$ cat config.mk
export PLATFORM = sky130hd
export DESIGN_NAME = fpm_device_flat
export DESIGN_NICKNAME = d
export VERILOG_FILES = /design/src/rtl/fpm_pkg.sv /design/src/rtl/fpm_if.sv /design/src/rtl/fpm_device.sv /design/src/flat_wrapper.sv
export SDC_FILE = /design/constraint.sdc
export NUM_CORES = 1
export LEC_CHECK = 0
export ABC_AREA = 1
export BUFFER_PORTS_ARGS = -buffer_cell sky130_fd_sc_hd__buf_2
export CORE_MARGIN = 2
export CORE_UTILIZATION = 53
export DETAILED_ROUTE_END_ITERATION = 8
export PLACE_DENSITY_LB_ADDON = 0.15
export SKIP_CTS_REPAIR_TIMING = 1
export SYNTH_ARGS = -nofsm -noshare
export SYNTH_HDL_FRONTEND = slang
export SYNTH_SLANG_ARGS = --single-unit
$ cat constraint.sdc
create_clock -name ref_clk -period 2.7 [get_ports ref_clk]
set_clock_uncertainty 0.15 [all_clocks]
set_input_delay 0.135 -clock ref_clk [delete_from_list [all_inputs] [get_ports ref_clk]]
set_output_delay 0.135 -clock ref_clk [all_outputs]
set_load 0.02 [all_outputs]
$ cat src/rtl/fpm_pkg.sv
// Shared constants and types for the controller and memory select ends.
package fpm_pkg;
	// Control register window offsets (low address byte).
	localparam logic [7:0]  OFS_PRI_LOCK  = 8'hC0;
	localparam logic [7:0]  OFS_SEC_LOCK  = 8'hC2;
	localparam logic [7:0]  OFS_MEM_MAP   = 8'hC4;
	// Memory space map field positions.
	localparam int          MAP_PERIPHERAL_WINDOW_ENABLE    = 7;
	localparam int          MAP_PRI_DATA  = 4;
	localparam int          MAP_SEC_DATA  = 3;
	localparam int          MAP_PRI_FETCH = 2;
	localparam int          MAP_SEC_FETCH = 1;
	localparam int          MAP_RAM_FETCH = 0;
	localparam logic [7:0]  MAP_BOOT      = 8'h0C;
	localparam logic [7:0]  MAP_USED      = 8'h9F;
	// Secondary lock register layout.
	localparam int          SEC_SECURITY  = 7;
	// Flash command sequence codes.
	localparam logic [11:0] UNLOCK_ADR1   = 12'h555;
	localparam logic [11:0] UNLOCK_ADR2   = 12'hAAA;
	localparam logic [7:0]  UNLOCK_DAT1   = 8'hAA;
	localparam logic [7:0]  UNLOCK_DAT2   = 8'h55;
	localparam logic [7:0]  CMD_PROGRAM   = 8'hA0;
	localparam logic [7:0]  CMD_ERASE     = 8'h80;
	localparam logic [7:0]  CMD_BULK      = 8'h10;
	localparam logic [7:0]  CMD_SECTOR    = 8'h30;
	localparam logic [7:0]  CMD_RESET     = 8'hF0;
	// Return-to-read timing.
	localparam int          CLK_PERIOD_NS = 40;
	localparam int          RECOVER_NS    = 25000;
	localparam int          RECOVER_CYC   = RECOVER_NS / CLK_PERIOD_NS;
	// Host register map (byte addresses on AHB-Lite).
	localparam logic [7:0]  H_OFS_ADDR    = 8'h00;
	localparam logic [7:0]  H_OFS_CMD     = 8'h04;
	localparam logic [7:0]  H_OFS_STAT    = 8'h08;
	localparam logic [1:0]  OP_WRITE      = 2'h1;
	localparam logic [1:0]  OP_READ       = 2'h2;
	localparam logic [1:0]  OP_FETCH      = 2'h3;

	typedef enum logic [3:0] {
		FL_READ   = 4'b0000,
		FL_UNL1   = 4'b0001,
		FL_UNL2   = 4'b0010,
		FL_PROG   = 4'b0011,
		FL_EUNL0  = 4'b0100,
		FL_EUNL1  = 4'b0101,
		FL_EUNL2  = 4'b0110,
		FL_BUSY_P = 4'b0111,
		FL_BUSY_B = 4'b1000,
		FL_BUSY_S = 4'b1001,
		FL_RECOV  = 4'b1010
	} fpm_fl_state_t;

	typedef enum logic [1:0] {
		HS_IDLE   = 2'b00,
		HS_STROBE = 2'b01,
		HS_CAPT   = 2'b10
	} fpm_host_state_t;
endpackage

$ cat src/rtl/fpm_if.sv
// MCU bus between the controller end and the memory select end.
interface fpm_if;
	logic [15:0] addr;
	logic [7:0]  wdata;
	logic        wr_stb;
	logic        rd_stb;
	logic        program_fetch_strobe;
	logic [7:0]  rdata;

	modport mcu (output addr, wdata, wr_stb, rd_stb, program_fetch_strobe,
		input rdata);
	modport dev (input addr, wdata, wr_stb, rd_stb, program_fetch_strobe,
		output rdata);
endinterface

$ cat src/rtl/fpm_device.sv
// Memory select, sector protection and flash command control end.
// Behaviour
// - sector locks loaded only from programmer port
// - MCU reads locks, can never change them
// - program or erase of locked sector dropped
// - verify of locked sector is plain read
// - primary lock status bits seven to zero
// - secondary locks bits 3-0, security bit 7
// - reset command alone or after unlock pair
// - MCU issues reset after status, ID, error
// - error cleared to read within 25 us
// - reset ignored during program or bulk erase
// - reset aborts sector erase within 25 us
// - reset pin aborts any cycle, recovers
// - reset pulse held at least 25 us
// - SRAM enabled only while its select high
// - secondary sector beats overlapping primary sector
// - SRAM, I/O, peripheral beat any flash
// - decode selects never overlap illegally
// - map loads boot value, MCU rewrites anytime
// - map bits gate fetch and data reads
// - value 0Ch gives separate program/data spaces
// - bits 2 and 4 combine primary flash
// - bad erase sequence byte returns to read
module fpm_device #(
	parameter logic [7:0] MAP_INIT = fpm_pkg::MAP_BOOT,
	parameter int         RECOVER  = fpm_pkg::RECOVER_CYC
) (
	// Clock and reset.
	input  wire logic        ref_clk,
	input  wire logic        reset_n,
	// MCU bus.
	fpm_if.dev               bus,
	// Decode array selects.
	input  wire logic [7:0]  primary_sector_selects,
	input  wire logic [3:0]  secondary_sector_selects,
	input  wire logic        static_ram_select,
	input  wire logic        control_register_window,
	input  wire logic        peripheral_io_window,
	// Programmer port for locks.
	input  wire logic        lock_load,
	input  wire logic [7:0]  lock_primary_in,
	input  wire logic [3:0]  lock_secondary_in,
	input  wire logic        security_in,
	// Reset pin from outside.
	input  wire logic        flash_reset_pin,
	// Flash array engine.
	input  wire logic [7:0]  mem_rdata,
	input  wire logic        array_done,
	input  wire logic        array_error,
	output logic             array_program,
	output logic             array_erase,
	output logic [11:0]      array_sector_mask,
	output logic [15:0]      array_addr,
	output logic [7:0]       array_data,
	output logic             array_abort,
	output logic             error_flag_bit,
	output logic             flash_ready,
	// Memory enables.
	output logic             sram_enable,
	output logic [7:0]       primary_enable,
	output logic [3:0]       secondary_enable,
	output logic             io_enable,
	output logic             pio_enable
);
	fpm_pkg::fpm_fl_state_t state_r;
	fpm_pkg::fpm_fl_state_t state_nxt;
	logic [7:0]  pri_lock_r;
	logic [3:0]  sec_lock_r;
	logic        security_r;
	logic [7:0]  map_r;
	logic [1:0]  pin_sync_r;
	logic        pin_prev_r;
	logic [9:0]  recov_cnt_r;
	logic [11:0] target;
	logic [11:0] unlocked;
	logic [11:0] all_locks;
	logic        low_hit;
	logic        flash_hit;
	logic        win_hit;
	logic        fl_wr;
	logic        pin_rise;
	logic        go_prog;
	logic        go_erase;
	logic [11:0] go_mask;
	logic        abort_now;
	logic        recover_go;

	// Lock bits come only from the programmer port, never from the bus.
	always_ff @(posedge ref_clk or negedge reset_n) begin
		if (!reset_n) begin
			pri_lock_r <= 8'h00;
			sec_lock_r <= 4'h0;
			security_r <= 1'b0;
		end else if (lock_load) begin
			pri_lock_r <= lock_primary_in;
			sec_lock_r <= lock_secondary_in;
			security_r <= security_in;
		end
	end

	assign win_hit = control_register_window & ~static_ram_select;

	// The map register is the only bus-writable register in the window.
	always_ff @(posedge ref_clk or negedge reset_n) begin
		if (!reset_n) begin
			map_r <= MAP_INIT;
		end else if (bus.wr_stb && win_hit &&
				bus.addr[7:0] == fpm_pkg::OFS_MEM_MAP) begin
			map_r <= bus.wdata & fpm_pkg::MAP_USED;
		end
	end

	// Priority: SRAM, I/O and peripheral window sit above all flash.
	assign low_hit = static_ram_select | control_register_window |
		(peripheral_io_window & map_r[fpm_pkg::MAP_PERIPHERAL_WINDOW_ENABLE]);

	always_comb begin
		sram_enable      = 1'b0;
		io_enable        = 1'b0;
		pio_enable       = 1'b0;
		primary_enable   = 8'h00;
		secondary_enable = 4'h0;
		if (static_ram_select) begin
			sram_enable = bus.wr_stb | bus.rd_stb |
				(bus.program_fetch_strobe &
				map_r[fpm_pkg::MAP_RAM_FETCH]);
		end else if (control_register_window) begin
			io_enable = 1'b1;
		end else if (peripheral_io_window && map_r[fpm_pkg::MAP_PERIPHERAL_WINDOW_ENABLE]) begin
			pio_enable = 1'b1;
		end else if (|secondary_sector_selects) begin
			if (bus.wr_stb ||
					(bus.rd_stb && map_r[fpm_pkg::MAP_SEC_DATA]) ||
					(bus.program_fetch_strobe &&
					map_r[fpm_pkg::MAP_SEC_FETCH])) begin
				secondary_enable = secondary_sector_selects;
			end
		end else if (bus.wr_stb ||
				(bus.rd_stb && map_r[fpm_pkg::MAP_PRI_DATA]) ||
				(bus.program_fetch_strobe &&
				map_r[fpm_pkg::MAP_PRI_FETCH])) begin
			primary_enable = primary_sector_selects;
		end
	end

	assign target = low_hit ? 12'h000 : ((|secondary_sector_selects) ?
		{secondary_sector_selects, 8'h00} :
		{4'h0, primary_sector_selects});
	assign all_locks = {sec_lock_r, pri_lock_r};
	assign unlocked  = ~all_locks;
	assign flash_hit = |target;
	assign fl_wr     = bus.wr_stb & flash_hit;

	// Reset pin is synchronised; only the second stage feeds logic.
	always_ff @(posedge ref_clk or negedge reset_n) begin
		if (!reset_n) begin
			pin_sync_r <= 2'b00;
			pin_prev_r <= 1'b0;
		end else begin
			pin_sync_r <= {pin_sync_r[0], flash_reset_pin};
			pin_prev_r <= pin_sync_r[1];
		end
	end
	assign pin_rise = pin_sync_r[1] & ~pin_prev_r;

	// Flash command sequencer.
	always_comb begin
		state_nxt  = state_r;
		go_prog    = 1'b0;
		go_erase   = 1'b0;
		go_mask    = 12'h000;
		abort_now  = 1'b0;
		recover_go = 1'b0;
		unique case (state_r)
			fpm_pkg::FL_READ: begin
				if (fl_wr && bus.wdata == fpm_pkg::CMD_RESET) begin
					recover_go = error_flag_bit;
				end else if (fl_wr && bus.wdata == fpm_pkg::UNLOCK_DAT1 &&
						bus.addr[11:0] == fpm_pkg::UNLOCK_ADR1) begin
					state_nxt = fpm_pkg::FL_UNL1;
				end
			end
			fpm_pkg::FL_UNL1: begin
				if (fl_wr) begin
					state_nxt = (bus.wdata == fpm_pkg::UNLOCK_DAT2 &&
						bus.addr[11:0] == fpm_pkg::UNLOCK_ADR2) ?
						fpm_pkg::FL_UNL2 : fpm_pkg::FL_READ;
				end
			end
			fpm_pkg::FL_UNL2: begin
				if (fl_wr) begin
					if (bus.wdata == fpm_pkg::CMD_PROGRAM) begin
						state_nxt = fpm_pkg::FL_PROG;
					end else if (bus.wdata == fpm_pkg::CMD_ERASE) begin
						state_nxt = fpm_pkg::FL_EUNL0;
					end else begin
						state_nxt  = fpm_pkg::FL_READ;
						recover_go = error_flag_bit &&
							bus.wdata == fpm_pkg::CMD_RESET;
					end
				end
			end
			fpm_pkg::FL_PROG: begin
				if (fl_wr) begin
					go_mask = target & unlocked;
					go_prog = |go_mask;
					state_nxt = go_prog ? fpm_pkg::FL_BUSY_P :
						fpm_pkg::FL_READ;
				end
			end
			fpm_pkg::FL_EUNL0: begin
				if (fl_wr) begin
					state_nxt = (bus.wdata == fpm_pkg::UNLOCK_DAT1 &&
						bus.addr[11:0] == fpm_pkg::UNLOCK_ADR1) ?
						fpm_pkg::FL_EUNL1 : fpm_pkg::FL_READ;
				end
			end
			fpm_pkg::FL_EUNL1: begin
				if (fl_wr) begin
					state_nxt = (bus.wdata == fpm_pkg::UNLOCK_DAT2 &&
						bus.addr[11:0] == fpm_pkg::UNLOCK_ADR2) ?
						fpm_pkg::FL_EUNL2 : fpm_pkg::FL_READ;
				end
			end
			fpm_pkg::FL_EUNL2: begin
				if (fl_wr) begin
					state_nxt = fpm_pkg::FL_READ;
					if (bus.wdata == fpm_pkg::CMD_BULK) begin
						go_mask = unlocked;
						go_erase = |go_mask;
						if (go_erase) state_nxt = fpm_pkg::FL_BUSY_B;
					end else if (bus.wdata == fpm_pkg::CMD_SECTOR) begin
						go_mask = target & unlocked;
						go_erase = |go_mask;
						if (go_erase) state_nxt = fpm_pkg::FL_BUSY_S;
					end
				end
			end
			fpm_pkg::FL_BUSY_P, fpm_pkg::FL_BUSY_B: begin
				// Reset commands are not looked at here.
				if (array_done) state_nxt = fpm_pkg::FL_READ;
			end
			fpm_pkg::FL_BUSY_S: begin
				if (array_done) begin
					state_nxt = fpm_pkg::FL_READ;
				end else if (fl_wr && bus.wdata == fpm_pkg::CMD_RESET) begin
					abort_now  = 1'b1;
					recover_go = 1'b1;
				end
			end
			fpm_pkg::FL_RECOV: begin
				if (recov_cnt_r == 10'(RECOVER - 1)) begin
					state_nxt = fpm_pkg::FL_READ;
				end
			end
			default: state_nxt = fpm_pkg::FL_READ;
		endcase
		if (recover_go) state_nxt = fpm_pkg::FL_RECOV;
		if (pin_rise) begin
			// Abort is issued for any cycle; busy ones need recovery time.
			go_prog   = 1'b0;
			go_erase  = 1'b0;
			abort_now = 1'b1;
			state_nxt = (state_r == fpm_pkg::FL_BUSY_P ||
				state_r == fpm_pkg::FL_BUSY_B ||
				state_r == fpm_pkg::FL_BUSY_S ||
				state_r == fpm_pkg::FL_RECOV) ?
				fpm_pkg::FL_RECOV : fpm_pkg::FL_READ;
		end
	end

	always_ff @(posedge ref_clk or negedge reset_n) begin
		if (!reset_n) state_r <= fpm_pkg::FL_READ;
		else state_r <= state_nxt;
	end

	always_ff @(posedge ref_clk or negedge reset_n) begin
		if (!reset_n) recov_cnt_r <= 10'h000;
		else if (state_nxt == fpm_pkg::FL_RECOV && state_r != state_nxt)
			recov_cnt_r <= 10'h000;
		else if (state_r == fpm_pkg::FL_RECOV)
			recov_cnt_r <= recov_cnt_r + 10'h001;
	end

	// Error flag: set by the array, cleared when recovery returns to read mode.
	always_ff @(posedge ref_clk or negedge reset_n) begin
		if (!reset_n) error_flag_bit <= 1'b0;
		else if (array_error) error_flag_bit <= 1'b1;
		else if (state_r == fpm_pkg::FL_RECOV &&
				state_nxt == fpm_pkg::FL_READ)
			error_flag_bit <= 1'b0;
	end

	always_ff @(posedge ref_clk or negedge reset_n) begin
		if (!reset_n) begin
			array_program     <= 1'b0;
			array_erase       <= 1'b0;
			array_abort       <= 1'b0;
			array_sector_mask <= 12'h000;
			array_addr        <= 16'h0000;
			array_data        <= 8'h00;
		end else begin
			array_program <= go_prog;
			array_erase   <= go_erase;
			array_abort   <= abort_now;
			if (go_prog || go_erase) begin
				array_sector_mask <= go_mask;
				array_addr        <= bus.addr;
				array_data        <= bus.wdata;
			end
		end
	end

	assign flash_ready = (state_r != fpm_pkg::FL_BUSY_P) &&
		(state_r != fpm_pkg::FL_BUSY_B) &&
		(state_r != fpm_pkg::FL_BUSY_S) &&
		(state_r != fpm_pkg::FL_RECOV);

	// Read data is latched on the strobe edge; locked sectors read normally.
	always_ff @(posedge ref_clk or negedge reset_n) begin
		if (!reset_n) begin
			bus.rdata <= 8'h00;
		end else if (bus.rd_stb || bus.program_fetch_strobe) begin
			if (win_hit && bus.rd_stb) begin
				unique case (bus.addr[7:0])
					fpm_pkg::OFS_PRI_LOCK: bus.rdata <= pri_lock_r;
					fpm_pkg::OFS_SEC_LOCK: bus.rdata <=
						{security_r, 3'b000, sec_lock_r};
					fpm_pkg::OFS_MEM_MAP: bus.rdata <= map_r;
					default: bus.rdata <= 8'h00;
				endcase
			end else begin
				bus.rdata <= mem_rdata;
			end
		end
	end
	// all_locks is kept for readability of the lock mask.
endmodule // fpm_device

$ cat src/flat_wrapper.sv
// flat-port wrapper written by rule: the top's interface ports become plain ports
module fpm_device_flat 
#(
	parameter logic [7:0] MAP_INIT = fpm_pkg::MAP_BOOT,
	parameter int         RECOVER  = fpm_pkg::RECOVER_CYC
)
  (ref_clk, reset_n, primary_sector_selects, secondary_sector_selects, static_ram_select, control_register_window, peripheral_io_window, lock_load, lock_primary_in, lock_secondary_in, security_in, flash_reset_pin, mem_rdata, array_done, array_error, array_program, array_erase, array_sector_mask, array_addr, array_data, array_abort, error_flag_bit, flash_ready, sram_enable, primary_enable, secondary_enable, io_enable, pio_enable, bus_addr, bus_wdata, bus_wr_stb, bus_rd_stb, bus_program_fetch_strobe, bus_rdata);
  fpm_if bus_i ();
  input  wire logic ref_clk;
  input  wire logic reset_n;
  input  wire logic [7:0] primary_sector_selects;
  input  wire logic [3:0] secondary_sector_selects;
  input  wire logic static_ram_select;
  input  wire logic control_register_window;
  input  wire logic peripheral_io_window;
  input  wire logic lock_load;
  input  wire logic [7:0] lock_primary_in;
  input  wire logic [3:0] lock_secondary_in;
  input  wire logic security_in;
  input  wire logic flash_reset_pin;
  input  wire logic [7:0] mem_rdata;
  input  wire logic array_done;
  input  wire logic array_error;
  output logic array_program;
  output logic array_erase;
  output logic [11:0] array_sector_mask;
  output logic [15:0] array_addr;
  output logic [7:0] array_data;
  output logic array_abort;
  output logic error_flag_bit;
  output logic flash_ready;
  output logic sram_enable;
  output logic [7:0] primary_enable;
  output logic [3:0] secondary_enable;
  output logic io_enable;
  output logic pio_enable;
  input wire logic [$bits(bus_i.addr)-1:0] bus_addr;
  input wire logic [$bits(bus_i.wdata)-1:0] bus_wdata;
  input wire logic [$bits(bus_i.wr_stb)-1:0] bus_wr_stb;
  input wire logic [$bits(bus_i.rd_stb)-1:0] bus_rd_stb;
  input wire logic [$bits(bus_i.program_fetch_strobe)-1:0] bus_program_fetch_strobe;
  output wire logic [$bits(bus_i.rdata)-1:0] bus_rdata;
  assign bus_i.addr = bus_addr;
  assign bus_i.wdata = bus_wdata;
  assign bus_i.wr_stb = bus_wr_stb;
  assign bus_i.rd_stb = bus_rd_stb;
  assign bus_i.program_fetch_strobe = bus_program_fetch_strobe;
  assign bus_rdata = bus_i.rdata;
  fpm_device #(.MAP_INIT(MAP_INIT), .RECOVER(RECOVER)) u_core (.ref_clk(ref_clk), .reset_n(reset_n), .bus(bus_i), .primary_sector_selects(primary_sector_selects), .secondary_sector_selects(secondary_sector_selects), .static_ram_select(static_ram_select), .control_register_window(control_register_window), .peripheral_io_window(peripheral_io_window), .lock_load(lock_load), .lock_primary_in(lock_primary_in), .lock_secondary_in(lock_secondary_in), .security_in(security_in), .flash_reset_pin(flash_reset_pin), .mem_rdata(mem_rdata), .array_done(array_done), .array_error(array_error), .array_program(array_program), .array_erase(array_erase), .array_sector_mask(array_sector_mask), .array_addr(array_addr), .array_data(array_data), .array_abort(array_abort), .error_flag_bit(error_flag_bit), .flash_ready(flash_ready), .sram_enable(sram_enable), .primary_enable(primary_enable), .secondary_enable(secondary_enable), .io_enable(io_enable), .pio_enable(pio_enable));
endmodule
# Yosys cells after proc, flatten, opt, wreduce, memory -nomap -nowiden
# Index checks and enable logic that the tools add are counted.
[classes] addsub=1 n_eq_ne=29 n_mux=70 n_bitwise=13 n_reduce_logical=37
[op_table] op="2-to-1 mux 4 bit" n=23
[op_table] op="2-to-1 mux 12 bit" n=6
[op_table] op="equality test 8 bit (second input constant)" n=7
[op_table] op="2-to-1 mux 8 bit" n=6
[op_table] op="one-hot mux 4 bit (9 select lines)" n=1
[op_table] op="OR reduction 12 bit" n=3
[op_table] op="2-to-1 mux 1 bit" n=24
[op_table] op="one-hot mux 12 bit (2 select lines)" n=1
[op_table] op="one-hot mux 8 bit (3 select lines)" n=1
[op_table] op="2-to-1 mux 10 bit" n=2
[op_table] op="logical AND 1 bit" n=19
[op_table] op="equality test 4 x 3 -> 1 bit (second input constant)" n=4
[op_table] op="equality test 4 bit (second input constant)" n=4
[op_table] op="bitwise AND 12 bit" n=1
[op_table] op="equality test 12 x 11 -> 1 bit (second input constant)" n=1
[op_table] op="equality test 12 bit (second input constant)" n=1
[op_table] op="2-to-1 mux 3 bit" n=4
[op_table] op="inequality test 4 bit (second input constant)" n=3
[op_table] op="inverter 12 bit" n=1
[op_table] op="adder 10 x 1 -> 10 bit (second input constant)" n=1
[op_table] op="equality test 10 bit (second input constant)" n=1
[op_table] op="logical OR 1 bit" n=9
[op_table] op="equality test 4 x 2 -> 1 bit (second input constant)" n=2
[op_table] op="equality test 8 x 5 -> 1 bit (second input constant)" n=1
[op_table] op="14 further kinds" n=24
[totals] regBits=84 in_bits=69 out_inout_bits=64

# Depth between registers and ports, before layout
[logic_depth] ltp_word=16 depth_mapped=20 mapped_depth_nobuf=19

# Least setup slack after synthesis
# OpenSTA, ideal clock, no wires.
[synth_path] kind="register -> register" startpoint="reg u_core.map_r[7]" endpoint="reg u_core.recov_cnt_r[4]" setup_ns=0.121 arrival_time_ns=1.974 path_slack_ns=0.455 stages_incl_launch_ff=19 cell_sequence="dfrtp_1 -> nand2_2 -> buf_4 -> nand3_2 -> a21oi_1 -> nor2_2 -> nand2_4 -> nand2_8 -> inv_2 -> buf_6 -> nand3_2 -> nand2_2 -> nor2_4 -> nand3_1 -> nand2_1 -> inv_2 -> nand4_4 -> inv_4 -> nor2_2"
[synth_between] elab_chain_cells=15
[synth_lines] item="start, declared" line_no="fpm_device.sv:71" text="logic [7:0] map_r;"
[synth_lines] item="start signal, assigned" line_no="fpm_device.sv:110" text="map_r <= bus.wdata & fpm_pkg::MAP_USED;"
[synth_lines] item="bitwise AND 1 bit *" line_no="fpm_device.sv:116" text="(peripheral_io_window & map_r[fpm_pkg::MAP_PERIPHERAL_WINDOW_ENABLE]);"
[synth_lines] item="OR 1 bit *" line_no="fpm_device.sv:115" text="assign low_hit = static_ram_select | control_register_window |"
[synth_lines] item="2-to-1 mux 12 bit *" line_no="fpm_device.sv:147" text="assign target = low_hit ? 12'h000 : ((|secondary_sector_selects) ?"
[synth_lines] item="bitwise AND 12 bit or OR reduction 12 bit (tied branches)" line_no="fpm_device.sv:234, fpm_device.sv:152"
[synth_lines] item="OR reduction 12 bit or bitwise AND 1 bit (tied branches)" line_no="fpm_device.sv:235, fpm_device.sv:153"
[synth_lines] item="2-to-1 mux 4 bit or logical AND 1 bit (tied branches)" line_no="fpm_device.sv:236, fpm_device.sv:179"
[synth_lines] item="2-to-1 mux 4 bit or logical AND 1 bit (tied branches)" line_no="fpm_device.sv:233, fpm_device.sv:179"
[synth_lines] item="2-to-1 mux 4 bit, on equally long branches" line_no="fpm_device.sv:229, fpm_device.sv:179"
[synth_lines] item="2-to-1 mux 4 bit, on equally long branches" line_no="fpm_device.sv:227, fpm_device.sv:177"
[synth_lines] item="one-hot mux 4 bit (9 select lines)" line_no="fpm_device.sv:175" text="unique case (state_r)"
[synth_lines] item="2-to-1 mux 4 bit *" line_no="fpm_device.sv:259" text="if (recover_go) state_nxt = fpm_pkg::FL_RECOV;"
[synth_lines] item="2-to-1 mux 4 bit *" line_no="fpm_device.sv:260" text="if (pin_rise) begin"
[synth_lines] item="named net u_core.state_nxt[3]" line_no="fpm_device.sv:67" text="fpm_pkg::fpm_fl_state_t state_nxt;"
[synth_lines] item="equality test 4 bit or inequality test 4 bit (tied branches)" line_no="fpm_device.sv:280" text="else if (state_nxt == fpm_pkg::FL_RECOV && state_r != state_nxt)"
[synth_lines] item="logical AND 1 bit *" line_no="fpm_device.sv:280"
[synth_lines] item="2-to-1 mux 10 bit or nonzero test 2 bit (tied branches)"
[synth_lines] item="end signal, assigned" line_no="fpm_device.sv:283" text="recov_cnt_r <= recov_cnt_r + 10'h001;"
[synth_lines] item="end, declared" line_no="fpm_device.sv:74" text="logic [9:0] recov_cnt_r;"
# The timed path passes the listed nets; every way through them passes the cells marked *.
# A chain may end at the register's enable or synchronous reset.

# Final worst setup path
[layout_path] startpoint="reg u_core.map_r[7]" endpoint="reg u_core.array_sector_mask[1]"
[layout_lines] item="bitwise AND 1 bit *" line_no="fpm_device.sv:116"
[layout_lines] item="OR 1 bit *" line_no="fpm_device.sv:115"
[layout_lines] item="2-to-1 mux 12 bit *" line_no="fpm_device.sv:147"
[layout_lines] item="bitwise AND 12 bit or OR reduction 12 bit (tied branches)" line_no="fpm_device.sv:206, fpm_device.sv:152"
[layout_lines] item="OR reduction 12 bit or bitwise AND 1 bit (tied branches)" line_no="fpm_device.sv:207, fpm_device.sv:153"
[layout_lines] item="2-to-1 mux 1 bit *" line_no="fpm_device.sv:205" text="if (fl_wr) begin"
[layout_lines] item="2-to-1 mux 1 bit *" line_no="fpm_device.sv:175"
[layout_lines] item="2-to-1 mux 1 bit *" line_no="fpm_device.sv:260"
[layout_lines] item="named net u_core.go_prog" line_no="fpm_device.sv:83" text="logic go_prog;"
[layout_lines] item="logical OR 1 bit *" line_no="fpm_device.sv:307" text="if (go_prog || go_erase) begin"
[layout_lines] item="end signal, assigned" line_no="fpm_device.sv:308" text="array_sector_mask <= go_mask;"
[layout_lines] item="end, declared" line_no="fpm_device.sv:53" text="output logic [11:0] array_sector_mask,"
# Marked as above.

==> summary.md <==
| Metric | Value |
|---|---|
| Setup Crit Path Kind | `reg2reg` |
| Sink Count | `84` |
| Total global routing overflow | `0` |
| IO Port Bufs | `around 130` |
| PD cells | `501 nW/µm²` |
| Seq pwr share | `roughly 44%` |
| Vias | `~5200` |
| Clk_lat worst skew | `between 0.3 and 0.4 ns` |
| Worst min path class | `in2reg` |
| Critical Path End Type | `register` |
| Fin. max-slew vios | `0` |
| Net Sw Frac | `a little under a third` |
| Post-DP HPWL | `around 11000 µm` |
| H-tree levels | `3` |
| Max VDD drop | `between 0.3 and 0.4 mV` |
| Mapped Nets | `720` |
| Crit path max fanout | `22` |
| Clock slew at reported path FFs | `~0.1 ns` |
| CP startpoint kind | `register` |
| Nets | `between 900 and 1000` |
| Area of the core | `8810 µm²` |
| Fin crit period | `2.51 ns` |
| Final wirelength | `around 15000 µm` |
| Diode count | `0` |
| Antenna-violating nets left | `0` |
| First-pass GRT wire length | `22200 µm` |
| Longest Clk Path Bufs | `2` |
| Max-Slew Margin vs Limit | `between 20 and 30%` |
| Syn Inst Count | `approximately 650` |
| Violated checks | `hold timing` |
| Top Ports | `~130` |
| Area after DPL | `between 5000 and 6000 µm²` |
| Crit path largest cell delay | `~0.43 ns` |
| Root Buffer | `clkbuf_8` |
| CP Data Required Time | `approximately 2.8 ns` |
| FP Rows | `34` |
| Final Hold Slack | `-0.0205 ns` |
| TritonCTS Buffers | `9` |
| Vias in the first global route | `4656` |
| Mapped Area | `4870 µm²` |
| Logic pwr share | `roughly a fifth` |
| Chip Width | `99.8 µm` |
| Die Y | `99.8 µm` |
| Main synth FF type | `dfrtp_1` |
| Cell variety after synth | `40` |
| Fillers | `707` |
| Initial antenna violation count | `0` |
| Initial core utilization | `between 50% and 60%` |
| Starting DRC count in detailed routing | `about 300` |
| Via density | `roughly 5.5` |
| Total track usage | `28.2%` |
| Die area | `approximately 10000 µm²` |
| Sequential share of the synthesized area | `43.3%` |
| Yosys reg bits | `between 80 and 90` |
| Sw Pwr | `988 µW` |
| Max-cap viol count | `0` |
| Total leakage power | `about 3.3 nW` |
| Ys async rst share | `between 90% and 100%` |
| Worst path bufs/invs | `5` |
| Area grow syn2layout | `31.6%` |
| Largest net degree at the start of global routing | `85` |
| Final Instance Area | `roughly 6400 µm²` |
| Avg WL per Cell | `~15 µm` |
| Achievable clock frequency | `~0.40 GHz` |
| CP top delay family | `simple AND/OR/NAND/NOR gates` |
| Status | `complete, but fails checks` |
| Critical Path AT | `between 2 and 3 ns` |
| CTS tree | `done` |
| Clk network pwr share | `between 30% and 40%` |
| # DRC | `0` |
| Synth warnings | `0` |
| Crit-path cells | `nand2_4 > buf_4 > nand3_2 > a21oi_1 > nor2_2 > nand2_4 > nand2_8 > inv_4 > nand3_1 > nor2_2 > inv_2 > nand2_2 > inv_2 > buf_4 > nand2_1 > o31ai_2` |
| Gpl congestion | `a little over 0.9` |
| Synthesized area per cell | `between 7 and 8 µm²` |
| Setup_tns | `0 ns` |
| Final setup vio count | `0` |
| Final Hold Vio Count | `2` |
| Post-synth EDFFs | `0` |
| Slowest-stage cell, CP | `dfrtp_1` |
| Internal | `2.22 mW` |
| Layout cells sized above 1 | `about a quarter` |
| Measured slew at the worst slew-check pin | `roughly 1.1 ns` |
| 1st-pass router iterations | `6` |
| Final worst-path cycle share | `between 90% and 100%` |
path summary, 6_finish.rpt:
path	start	end	cells after the start	slack, ns
setup / recovery	u_core.map_r[7]	u_core.array_sector_mask[1]	16	0.19
hold / removal	bus_wdata[6]	u_core.array_data[6]	3	-0.02
setup reg to reg	u_core.map_r[7]	u_core.array_sector_mask[1]	16	0.19
hold reg to reg	u_core.pin_sync_r[0]	u_core.pin_sync_r[1]	0	0.21
max in group asynchronous	reset_n	u_core.array_addr[2]	2	1.34
min in group asynchronous	reset_n	u_core.bus.rdata[7]	2	0.36
cell usage after synthesis, types with 2 or more instances:
cell type	count	area, µm²
o21ai_1	16	80.1
a221oi_1	2	17.5
o31ai_1	2	15.0
o22ai_1	4	25.0
nor3_1	29	145
nand3_1	38	190
nand2_2	5	31.3
nor2_2	11	68.8
inv_2	6	22.5
nand4_1	17	106
nand2_1	166	623
nor4_1	3	18.8
o221ai_1	5	43.8
inv_1	72	270
buf_6	3	33.8
ha_1	2	25.0
dfrtp_1	82	2050
dfstp_2	2	52.6
a21oi_1	24	120
buf_2	7	35.0
mux2i_1	2	20.0
a31oi_1	10	62.6
buf_4	2	15.0
nor2_4	2	22.5
o31ai_2	10	125
nand3_2	4	40.0
xor2_1	5	43.8
nor2_1	71	267
clkbuf_1	5	18.8
o21ai_0	32	160
power by group through the flow:
stage	Sequential, mW	Clock (mW)	Combinational, mW
after detailed placement	1.44	0	0.609
after CTS	1.41	1.15	0.612
final	1.41	1.12	0.668
after floorplan	1.45	0	0.362
after global placement	1.43	0	0.597
after global routing	1.42	1.20	0.751
cell usage in the layout (no fill, tap or decap), types with 23 or more instances in the layout:
cell type        n
nand2_1        166
buf_2          131
dfrtp_1         82
inv_1           72
nor2_1          70
dlygate4sd3_1   45
nand3_1         37
o21ai_0         32
nor3_1          29
a21oi_1         23
worst min-delay path, cell delays in order:
cell and delay [ns]:
buf_2 0.09, inv_1 0.09, o21ai_1 0.14
logic make-up after synthesis:
family | count (synthesis) | share of synthesized area (%)
xor gates and xnor gates | 6 | 1.08
AOI/OAI and AO/OA | 108 | 14.1
adders and majority gates | 2 | 0.514
muxes | 2 | 0.411
buffers and inverters | 97 | 8.33
and+or+nand+nor | 350 | 32.3
DFF | 84 | 43.3
registers in the layout, indices dropped and copies added (netlist names):
| signal | count |
|---|---|
| u_core.map_r | 6 |
| u_core.array_erase | 1 |
| u_core.pin_sync_r | 2 |
| u_core.state_r | 4 |
| u_core.sec_lock_r | 4 |
| u_core.security_r | 1 |
| u_core.error_flag_bit | 1 |
| u_core.array_abort | 1 |
| u_core.array_sector_mask | 12 |
| u_core.pri_lock_r | 8 |
| u_core.array_addr | 16 |
| u_core.array_data | 8 |
| u_core.array_program | 1 |
| u_core.bus.rdata | 8 |
| u_core.pin_prev_r | 1 |
| u_core.recov_cnt_r | 10 |
area by class of cell:
cell class / instances / area [µm²] / share of cell area, %
Sequential cell: 84 / 2100 / 32.9
Inverter: 80 / 305 / 4.77
Tap cell: 108 / 135 / 2.11
Timing Repair Buffer: 193 / 1230 / 19.3
Multi-Input combinational cell: 468 / 2370 / 37.1
Clock buffer: 9 / 124 / 1.93
Clock inverter: 7 / 128 / 1.99
metal layers:
metal	routed length [µm]	track usage [%]
met5	0	0
met4	370	9.91
met3	993	4.39
met2	7140	48.2
met1	6060	36.6
stage by stage:
stage / hold slack [ns] / utilization [%] / cells / worst slack, ns / power [mW]
global route: 0.0149 / 72.7 / 949 / -0.0146 / 3.37
CTS: -0.278 / 67.0 / 900 / 0.0839 / 3.17
floorplan: -0.311 / - / 649 / 0.455 / 1.81
finish: -0.0205 / 72.7 / 949 / 0.189 / 3.20
detailed placement: 0.0944 / 64.2 / 884 / 0.0990 / 2.04
global placement: 0.0948 / 64.2 / 884 / 0.163 / 2.03
Note: power is estimated with default switching activity, not from simulation.
